$ cat src/hw/adcsq_pkg.sv
package adcsq_pkg;
  // ****************************************
  // register offsets (byte addresses)
  // ****************************************
  localparam logic [7:0] ADDR_RESULT_LOW = 8'h24;
  localparam logic [7:0] ADDR_RESULT_HIGH = 8'h25;
  localparam logic [7:0] ADDR_CONTROL = 8'h26;
  localparam logic [7:0] ADDR_CLOCK_SETTING = 8'h27;
  localparam logic [7:0] ADDR_IRQ_STATUS = 8'h28;
  localparam logic [7:0] ADDR_IRQ_MASK = 8'h2C;

  // ****************************************
  // field positions
  // ****************************************
  localparam int CHANNEL_LSB = 0;
  localparam int LINE_COUNT_LSB = 3;
  localparam int BUSY_BIT = 6;
  localparam int START_BIT = 7;
  localparam int TEST_BIT = 7;
  localparam int RESULT_LOW_BIT = 7;
  localparam int IRQ_DONE_BIT = 0;

  // ****************************************
  // reset values
  // ****************************************
  localparam logic [7:0] CONTROL_RESET = 8'h00;
  localparam logic [7:0] CLOCK_SETTING_RESET = 8'h00;
  localparam logic [8:0] RESULT_RESET = 9'h000;
  localparam logic [7:0] IRQ_RESET = 8'h00;

  // ****************************************
  // timing: converter clock periods per conversion
  // ****************************************
  localparam int CONV_PERIODS = 76;
  localparam int SAMPLE_PERIODS = 32;
  localparam logic [6:0] CONV_LAST = 7'(CONV_PERIODS - 1);
  localparam logic [6:0] SAMPLE_LAST = 7'(SAMPLE_PERIODS - 1);
  localparam logic [4:0] DIV2_LAST = 5'h01;
  localparam logic [4:0] DIV8_LAST = 5'h07;
  localparam logic [4:0] DIV32_LAST = 5'h1F;

  typedef enum logic [1:0] {
    DIV_BY_2,
    DIV_BY_8,
    DIV_BY_32,
    DIV_UNDEFINED
  } adcsq_div_e;

  typedef enum {
    CONV_IDLE,
    CONV_RESET,
    CONV_SAMPLE,
    CONV_CONVERT
  } adcsq_state_e;

  typedef struct packed {
    logic cyc;
    logic stb;
    logic we;
    logic [7:0] adr;
    logic [3:0] sel;
    logic [31:0] dat;
  } adcsq_wb_req_s;

  typedef struct packed {
    logic ack;
    logic [31:0] dat;
  } adcsq_wb_rsp_s;
endpackage

$ cat src/hw/adcsq_control.sv
// What this block does
// - eight channels, nine-bit conversion result
// - two result registers are read-only
// - high holds result 8..1, low bit7 result0
// - control bits 2..0 pick the channel
// - control bits 5..3: count of analog lines, 7 giving all eight
// - analog lines lose digital io, pull-high; power on
// - zero line count powers converter off
// - start rising edge resets, sets busy
// - start 0-1-0 begins a conversion
// - end clears busy, sets interrupt request
// - clock setting bits 1..0 pick divider
// - conversion 76 converter clocks, 32 sampling
module adcsq_control (
  input wire logic clk_in,
  input wire logic srst_in,
  input wire adcsq_pkg::adcsq_wb_req_s wb_req_in,
  output adcsq_pkg::adcsq_wb_rsp_s wb_rsp_out,
  input wire logic [8:0] comparator_result_in,
  output logic [2:0] channel_select_out,
  output logic [7:0] analog_line_enable_out,
  output logic [7:0] digital_io_disable_out,
  output logic [7:0] pull_high_disable_out,
  output logic converter_power_out,
  output logic converter_reset_out,
  output logic sample_hold_out,
  output logic converter_clock_tick_out,
  output logic test_mode_out,
  output logic irq_out
);

  // ****************************************
  // registers and state
  // ****************************************
  logic [7:0] converter_control;
  logic [7:0] converter_clock_setting;
  logic [8:0] result;
  logic [7:0] irq_status;
  logic [7:0] irq_mask;
  logic conversion_busy_flag;
  adcsq_pkg::adcsq_state_e state;
  logic [4:0] div_count;
  logic [6:0] period_count;
  logic tick;
  logic done;
  logic ack;
  logic [31:0] rdata;
  logic wr_en;
  logic rd_en;
  logic start_rise;
  logic start_fall;
  logic [7:0] next_control;
  logic [7:0] next_clock_setting;
  logic wr_control;
  logic wr_clock_setting;
  logic wr_status;
  logic wr_mask;
  logic div_wrap;
  logic [2:0] line_count;
  logic [7:0] line_set;

  function automatic logic [7:0] line_mask(input logic [2:0] count);
    logic [7:0] mask;
    mask = 8'h00;
    if (count == 3'h7) begin
      mask = 8'hFF;
    end else begin
      for (int i = 0; i < 7; i++) begin
        if (i < int'(count)) begin
          mask[i] = 1'b1;
        end
      end
    end
    return mask;
  endfunction

  function automatic logic [4:0] div_last(input logic [1:0] sel);
    logic [4:0] last;
    case (adcsq_pkg::adcsq_div_e'(sel))
      adcsq_pkg::DIV_BY_2: last = adcsq_pkg::DIV2_LAST;
      adcsq_pkg::DIV_BY_8: last = adcsq_pkg::DIV8_LAST;
      adcsq_pkg::DIV_BY_32: last = adcsq_pkg::DIV32_LAST;
      default: last = adcsq_pkg::DIV32_LAST;
    endcase
    return last;
  endfunction

  // ****************************************
  // wishbone slave
  // ****************************************
  assign wr_en = wb_req_in.cyc && wb_req_in.stb && wb_req_in.we && !ack && wb_req_in.sel[0];
  assign rd_en = wb_req_in.cyc && wb_req_in.stb && !wb_req_in.we && !ack;

  // ****************************************
  // decoded write strobes
  // ****************************************
  assign wr_control = wr_en && wb_req_in.adr == adcsq_pkg::ADDR_CONTROL;
  assign wr_clock_setting = wr_en && wb_req_in.adr == adcsq_pkg::ADDR_CLOCK_SETTING;
  assign wr_status = wr_en && wb_req_in.adr == adcsq_pkg::ADDR_IRQ_STATUS;
  assign wr_mask = wr_en && wb_req_in.adr == adcsq_pkg::ADDR_IRQ_MASK;

  // ack is registered: every access answers the cycle after it is taken
  always_ff @(posedge clk_in) begin
    if (srst_in) begin
      ack <= 1'b0;
    end else begin
      ack <= wb_req_in.cyc && wb_req_in.stb && !ack;
    end
  end

  always_comb begin
    next_control = converter_control;
    next_clock_setting = converter_clock_setting;
    if (wr_control) begin
      next_control = wb_req_in.dat[7:0];
    end
    if (wr_clock_setting) begin
      next_clock_setting = wb_req_in.dat[7:0];
    end
  end

  // write to control register: busy bit is hardware owned
  always_ff @(posedge clk_in) begin
    if (srst_in) begin
      converter_control <= adcsq_pkg::CONTROL_RESET;
    end else begin
      converter_control <= next_control;
    end
  end

  always_ff @(posedge clk_in) begin
    if (srst_in) begin
      converter_clock_setting <= adcsq_pkg::CLOCK_SETTING_RESET;
    end else begin
      converter_clock_setting <= next_clock_setting;
    end
  end

  assign start_rise = next_control[adcsq_pkg::START_BIT]
      && !converter_control[adcsq_pkg::START_BIT];
  assign start_fall = !next_control[adcsq_pkg::START_BIT]
      && converter_control[adcsq_pkg::START_BIT];

  always_ff @(posedge clk_in) begin
    if (srst_in) begin
      rdata <= 32'h0000_0000;
    end else if (rd_en) begin
      rdata <= 32'h0000_0000;
      if (wb_req_in.adr == adcsq_pkg::ADDR_RESULT_LOW) begin
        rdata[adcsq_pkg::RESULT_LOW_BIT] <= result[0];
      end else if (wb_req_in.adr == adcsq_pkg::ADDR_RESULT_HIGH) begin
        rdata[7:0] <= result[8:1];
      end else if (wb_req_in.adr == adcsq_pkg::ADDR_CONTROL) begin
        rdata[7:0] <= {converter_control[7], conversion_busy_flag, converter_control[5:0]};
      end else if (wb_req_in.adr == adcsq_pkg::ADDR_CLOCK_SETTING) begin
        rdata[7:0] <= {converter_clock_setting[7], 5'h00, converter_clock_setting[1:0]};
      end else if (wb_req_in.adr == adcsq_pkg::ADDR_IRQ_STATUS) begin
        rdata[7:0] <= irq_status;
      end else if (wb_req_in.adr == adcsq_pkg::ADDR_IRQ_MASK) begin
        rdata[7:0] <= irq_mask;
      end
    end
  end

  assign wb_rsp_out.ack = ack;
  assign wb_rsp_out.dat = rdata;

  // ****************************************
  // converter clock divider
  // ****************************************
  assign div_wrap = div_count >= div_last(converter_clock_setting[1:0]);

  always_ff @(posedge clk_in) begin
    if (srst_in || state == adcsq_pkg::CONV_RESET || div_wrap) begin
      div_count <= 5'h00;
    end else begin
      div_count <= div_count + 5'h01;
    end
  end

  // no converter clock while held in reset, so sampling starts on a full period
  assign tick = (state != adcsq_pkg::CONV_RESET) && div_wrap;

  // ****************************************
  // conversion sequencer
  // ****************************************
  always_ff @(posedge clk_in) begin
    if (srst_in) begin
      state <= adcsq_pkg::CONV_IDLE;
      period_count <= 7'h00;
    end else if (start_rise) begin
      state <= adcsq_pkg::CONV_RESET;
      period_count <= 7'h00;
    end else begin
      case (state)
        adcsq_pkg::CONV_IDLE: begin
          period_count <= 7'h00;
        end
        adcsq_pkg::CONV_RESET: begin
          if (start_fall) begin
            state <= adcsq_pkg::CONV_SAMPLE;
          end
        end
        adcsq_pkg::CONV_SAMPLE: begin
          if (tick) begin
            period_count <= period_count + 7'h01;
            if (period_count == adcsq_pkg::SAMPLE_LAST) begin
              state <= adcsq_pkg::CONV_CONVERT;
            end
          end
        end
        adcsq_pkg::CONV_CONVERT: begin
          if (tick) begin
            period_count <= period_count + 7'h01;
            if (period_count == adcsq_pkg::CONV_LAST) begin
              state <= adcsq_pkg::CONV_IDLE;
            end
          end
        end
        default: state <= adcsq_pkg::CONV_IDLE;
      endcase
    end
  end

  // a fresh start rise in the final period aborts instead of completing
  assign done = (state == adcsq_pkg::CONV_CONVERT) && tick
      && (period_count == adcsq_pkg::CONV_LAST) && !start_rise;

  always_ff @(posedge clk_in) begin
    if (srst_in) begin
      conversion_busy_flag <= 1'b0;
    end else if (start_rise) begin
      conversion_busy_flag <= 1'b1;
    end else if (done) begin
      conversion_busy_flag <= 1'b0;
    end
  end

  always_ff @(posedge clk_in) begin
    if (srst_in) begin
      result <= adcsq_pkg::RESULT_RESET;
    end else if (done) begin
      result <= comparator_result_in;
    end
  end

  // ****************************************
  // interrupt status and mask
  // ****************************************
  always_ff @(posedge clk_in) begin
    if (srst_in) begin
      irq_status <= adcsq_pkg::IRQ_RESET;
    end else begin
      for (int i = 0; i < 8; i++) begin
        if (i == adcsq_pkg::IRQ_DONE_BIT && done) begin
          irq_status[i] <= 1'b1;
        end else if (wr_status && wb_req_in.dat[i]) begin
          irq_status[i] <= 1'b0;
        end
      end
    end
  end

  always_ff @(posedge clk_in) begin
    if (srst_in) begin
      irq_mask <= adcsq_pkg::IRQ_RESET;
    end else if (wr_mask) begin
      irq_mask <= wb_req_in.dat[7:0];
    end
  end

  always_ff @(posedge clk_in) begin
    if (srst_in) begin
      irq_out <= 1'b0;
    end else begin
      irq_out <= |(irq_status & irq_mask);
    end
  end

  // ****************************************
  // analog front end controls
  // ****************************************
  assign line_count = converter_control[adcsq_pkg::LINE_COUNT_LSB +: 3];
  assign line_set = line_mask(line_count);

  always_ff @(posedge clk_in) begin
    if (srst_in) begin
      channel_select_out <= 3'h0;
    end else begin
      channel_select_out <= converter_control[adcsq_pkg::CHANNEL_LSB +: 3];
    end
  end

  // a line given to the converter loses its digital driver and pull-high together
  always_ff @(posedge clk_in) begin
    if (srst_in) begin
      analog_line_enable_out <= 8'h00;
      digital_io_disable_out <= 8'h00;
      pull_high_disable_out <= 8'h00;
    end else begin
      analog_line_enable_out <= line_set;
      digital_io_disable_out <= line_set;
      pull_high_disable_out <= line_set;
    end
  end

  always_ff @(posedge clk_in) begin
    if (srst_in) begin
      converter_power_out <= 1'b0;
    end else begin
      converter_power_out <= |line_count;
    end
  end

  always_ff @(posedge clk_in) begin
    if (srst_in) begin
      converter_reset_out <= 1'b0;
      sample_hold_out <= 1'b0;
      converter_clock_tick_out <= 1'b0;
    end else begin
      converter_reset_out <= state == adcsq_pkg::CONV_RESET;
      sample_hold_out <= state == adcsq_pkg::CONV_SAMPLE;
      converter_clock_tick_out <= tick;
    end
  end

  always_ff @(posedge clk_in) begin
    if (srst_in) begin
      test_mode_out <= 1'b0;
    end else begin
      test_mode_out <= converter_clock_setting[adcsq_pkg::TEST_BIT];
    end
  end

endmodule

$ cat config.mk
export PLATFORM = sky130hd
export DESIGN_NAME = adcsq_control
export DESIGN_NICKNAME = d
export VERILOG_FILES = /design/src/hw/adcsq_pkg.sv /design/src/hw/adcsq_control.sv
export SDC_FILE = /design/constraint.sdc
export NUM_CORES = 1
export LEC_CHECK = 0
export BUFFER_PORTS_ARGS = -buffer_cell sky130_fd_sc_hd__buf_2
export CORE_MARGIN = 2
export CORE_UTILIZATION = 55
export CTS_BUF_LIST = sky130_fd_sc_hd__clkbuf_8
export DETAILED_ROUTE_END_ITERATION = 6
export PLACE_DENSITY_LB_ADDON = 0.25
export SLEW_MARGIN = 20
export SYNTH_ARGS = -nofsm -noshare
export SYNTH_HDL_FRONTEND = slang
export SYNTH_SLANG_ARGS = --single-unit
$ cat constraint.sdc
create_clock -name clk_in -period 5.6 [get_ports clk_in]
set_input_delay 0.84 -clock clk_in [delete_from_list [all_inputs] [get_ports clk_in]]
set_output_delay 0.84 -clock clk_in [all_outputs]
set_load 0.005 [all_outputs]
; Word level (Yosys, flattened, before mapping)
; Cells that the tools add are included.
[classes]
magnitude_cmp = 8
addsub = 2
muxes = 31
reduce_logical = 37
bitwise = 2
eq_ne = 29
[op_table]
columns = op, count
row1 = 32-bit 2-to-1 mux, 5
row2 = 32-bit case mux with 4 select lines, 1
row3 = "32-bit by 2-bit == test with 1-bit output, second input constant", 3
row4 = "32-bit by 3-bit == test with 1-bit output, second input constant", 2
row5 = "8-bit by 6-bit == test with 1-bit output, second input constant", 6
row6 = 8-bit 2-to-1 mux, 6
row7 = "32-bit by 1-bit == test with 1-bit output, second input constant", 1
row8 = 32-bit zero test, 1
row9 = "32-bit by 2-bit inequality test with 1-bit output, second input constant", 1
row10 = 7-bit 2-to-1 mux, 3
row11 = 1-bit logical AND, 18
row12 = "3-bit inequality test, second input constant", 5
row13 = 1-bit 2-to-1 mux, 14
row14 = 7-bit case mux with 2 select lines, 1
row15 = "2-bit inequality test, second input constant", 6
row16 = 6-bit AND reduction, 2
row17 = 5-bit case mux with 2 select lines, 1
row18 = "3-bit less-than comparator, first input constant", 3
row19 = 1-bit by 8-bit AND with 8-bit output, 1
row20 = 8-bit OR reduction, 1
row21 = "7-bit by 1-bit adder with 7-bit output, second input constant", 1
row22 = "7-bit by 5-bit == test with 1-bit output, second input constant", 1
row23 = "7-bit == test, second input constant", 1
row24 = "1-bit by 3-bit less-than comparator with 1-bit output, first input constant", 2
row25 = 14 further kinds, 23
[word_totals]
inputBits = 58
ff_bits = 105

; Logic depth before layout (Yosys ltp)
[logic_depth]
depth_word = 11
ltp_mapped = 12

; Worst setup path after synthesis
; Ideal clock, no wire load.
[synth_timing]
kind = in2reg
from = input port wb_req_in[40] in the netlist's numbering
to = register result[4]
cell_stages = 12
required_time_ns = 5.472
setup_slack_ns = 2.247
path_buffers = 2
arrival_time_ns = 3.226
path_cell_list = or4b_4 > nor2_8 > and3_1 > buf_6 > mux2i_2 > inv_1 > ha_1 > nor4_2 > nand3_1 > buf_4 > mux2i_1 > nor2_1
[synth_via]
elab_chain_cells = 6
[synth_lines]
columns = item, line_no
row1 = "start, declared", adcsq_control.sv:17  ; input wire adcsq_pkg::adcsq_wb_req_s wb_req_in,
row2 = 8-bit by 6-bit == test with 1-bit output, adcsq_control.sv:97  ; assign wr_control = wr_en && wb_req_in.adr == adcsq_pkg::ADDR_CONTROL;
row3 = 1-bit logical AND, adcsq_control.sv:97
row4 = 8-bit 2-to-1 mux, adcsq_control.sv:114  ; if (wr_control) begin
row5 = via next_control[7], adcsq_control.sv:52  ; logic [7:0] next_control;
row6 = 1-bit logical AND, adcsq_control.sv:140  ; && !converter_control[adcsq_pkg::START_BIT];
row7 = via start_rise, adcsq_control.sv:50  ; logic start_rise;
row8 = 1-bit zero test, adcsq_control.sv:227  ; && (period_count == adcsq_pkg::CONV_LAST) && !start_rise;
row9 = 1-bit logical AND, adcsq_control.sv:227
row10 = "end signal, assigned", adcsq_control.sv:241  ; result <= adcsq_pkg::RESULT_RESET;
row11 = "end signal, assigned", adcsq_control.sv:243  ; result <= comparator_result_in;
row12 = "end, declared", adcsq_control.sv:37  ; logic [8:0] result;
; The timed path passes the listed nets, and every way through them passes these cells.
; A chain may end at the register's enable or synchronous reset.

; Worst setup path after layout
; Ends and elaborated chain as after synthesis.

==> metrics <==
max-cap violation count=0; Seq/Total Area, Yosys=0.413; Hold Path Class=reg2reg; share of cells above drive strength 1=0.238; global route total overflow=0; die width=82.0 um; Vias per Instance=5.39; ys async rst share=0; Vias=2737; min Tclk post-route=4.09 ns; Tcrit/Tclk final=0.730; dpl cell area=3490 sq um; CP delay by family, top=simple AND/OR/NAND/NOR gates; Fillers=527; TritonCTS Sinks=69; Setup Buffers After CTS=0; crit path max fanout=11; Cell Rows=28; Mapped Cells=376; highest-delay cell along the critical path=nand3_1; CTS clk-pin slew, worst paths=0.08 ns; Startpoint Class=input port; post-cts gate resize count=0; CTS Hold Buffers Added=0; Leakage=1.68 nW; slew at the pin with the worst max-slew slack=0.786 ns; CTS buffer count=9; Synth Flop Type=dfxtp_1; Net count, final=498; Post-synth EDFFs=0; number of global-route vias before repair=2571; total power=0.00116 W; Slew Viols, Final=0; largest net degree at the start of global routing=53; crit path buf inv count=2; Starting Density=0.568; yosys warns=0; Port Buffers=72; 1st-pass router iterations=4; die span in y=82.0 um; first-pass GRT wire length=11.4 mm; CP Data Required Time=5.81 ns; Final Util=0.639; worst-skew pair later-pin latency=0.35 ns; Antenna Cells=0; GRT Total Usage=0.222; CTS tree=yes; CP Class=in2reg; CTS max path bufs=2; Remaining DRCs=0; CP Capture Type=register; die area=6720 sq um; crit-path max cell delay=0.61 ns; Fin. Hold Viols=0; Final GP Congestion=0.843; RSZ-0062 raised after global routing=false; Max Freq=0.245 GHz; register bit count reported by yosys=69; final HPWL from detailed placement=4.86 mm; antenna viol nets, final=0; P&R area growth vs syn=12.6%; Slew HR=0.474; core area=5890 sq um; Yosys cell types=50; VDD IR max=0.000213 V; critical path, cell by cell=buf_2 > or4b_4 > nor2_8 > and3_1 > mux2i_2 > inv_1 > ha_1 > nor4_2 > nand3_1 > mux2i_1 > nor2_1; Detailed Route Iter0 Violations=176; initial antenna violation count=0; Ports=124; WP data arrival=4.30 ns; Worst Skew=0.0108 ns; root cell of the clock tree=clkbuf_8; CTS H-tree depth=3; Post-Route WL=7.02 mm; PwrDens=307 nW/um^2; setup TNS=0 ns; syn_area_per_cell=8.89 sq um; drt wl/cell=13.8 um; final setup vio count=0; Post-Syn Area=3340 sq um; outcome=completed; Final Instance Area=3760 sq um
## layer usage
layer / share of wire / vias up / GRT usage / routed length (um)
li1: - / 1334 / - / -
met1: 0.44 / 1294 / 0.275 / 3070
met2: 0.49 / 90 / 0.363 / 3420
met3: 0.054 / 19 / 0.0495 / 378
met4: 0.021 / 0 / 0.112 / 149
met5: 0 / - / 0 / 0
## cells by family (layout without fill, tap and decap cells)
kind of cell,after synthesis,in the layout,synth area share
AOI/OAI and AO/OA,57,57,0.112
xor gates and xnor gates,6,6,0.0157
adders and majority gates,12,12,0.0449
buffers and inverters,66,100,0.132
DFF,69,69,0.413
muxes,20,20,0.0610
other,1,24,0.00112
and+or+nand+nor,145,145,0.220
## synthesized netlist by cell type, types with 7 or more instances
cell type	instances	area, sq um
a21oi_1	17	85.1
ha_1	12	150
dfxtp_1	69	1380
nor2b_1	8	50.1
inv_1	10	37.5
nand3_1	19	95.1
a22oi_1	7	52.6
buf_4	43	323
clkbuf_1	7	26.3
nand2_1	29	109
mux2i_1	19	190
nor2_1	51	191
o21ai_0	9	45.0
## power by group
| part | internal, W | leakage (nW) | switching [W] |
|---|---|---|---|
| Combinational | 0.0000359 | 0.994 | 0.0000668 |
| Sequential | 0.000502 | 0.556 | 0.00000879 |
| Clock | 0.000344 | 0.130 | 0.000198 |
| Total | 0.000882 | 1.68 | 0.000274 |
## worst paths after layout
check,from,to,slack (ns),cells after the start
worst max-delay path,wb_req_in[40],result[4],1.51,11
worst min register to register,irq_status[0],irq_out,0.45,2
worst max register to register,ack,result[4],2.04,11
worst min-delay path,irq_status[0],irq_out,0.45,2
## area by class of cell
type | count | area, sq um | share of cell area
tap | 75 | 93.8 | 0.0249
multi-input combinational | 264 | 1610 | 0.427
inverter | 10 | 37.5 | 0.00997
clock inverter | 7 | 145 | 0.0386
sequential | 69 | 1380 | 0.367
timing repair buffer | 74 | 375 | 0.0997
clock buffer | 9 | 124 | 0.0329
## registers in the layout, summed over array words and instances, names as in the netlist, 2 cells and up
signal / count
div_count: 5
rdata: 8
converter_clock_setting: 3
channel_select_out: 3
period_count: 7
irq_mask: 8
pull_high_disable_out: 8
converter_control: 7
result: 9
state: 2
## worst register-to-register path, delay by kind of cell (launching register included)
| kind | cells | cell delay [ns] |
|---|---|---|
| adder cells (fa/ha/maj) | 1 | 0.26 |
| AND/OR/NAND/NOR | 6 | 1.83 |
| multiplexers | 2 | 0.75 |
| buffers and inverters | 2 | 0.28 |
| flip-flops | 1 | 0.32 |
## through the flow
step	hold WS, ns	std cells	worst slack, ns
3_5_place_dp	0.438	492	1.22
6_report	0.447	508	1.51
3_3_place_gp	0.438	492	1.28
4_1_cts	0.449	508	1.58
5_1_grt	0.462	508	1.37
2_1_floorplan	0.423	399	2.25
## cell usage in the layout (no fill, tap or decap), drive strengths merged, types with 2 or more instances in the layout
| cell | n |
|---|---|
| bufinv | 4 |
| nand4 | 3 |
| o31ai | 2 |
| and3 | 5 |
| clkbuf | 9 |
| a22o | 5 |
| nand2b | 4 |
| inv | 12 |
| xor2 | 4 |
| mux2i | 20 |
| a311oi | 2 |
| nand2 | 29 |
| conb | 24 |
| buf | 74 |
| nand3b | 3 |
| a21oi | 17 |
| o21ai | 10 |
| a211oi | 2 |
| nor2 | 53 |
| and4 | 2 |
| nor2b | 8 |
| a22oi | 7 |
| xnor2 | 2 |
| ha | 12 |
| and2 | 3 |
| nand3 | 19 |
| nor4b | 2 |
| nor4 | 3 |
| a31oi | 2 |
| dfxtp | 69 |
| a32oi | 2 |
| or4b | 2 |
| o22ai | 2 |
| nor3 | 4 |
| or2 | 3 |
(Power assumes the default switching activity.)
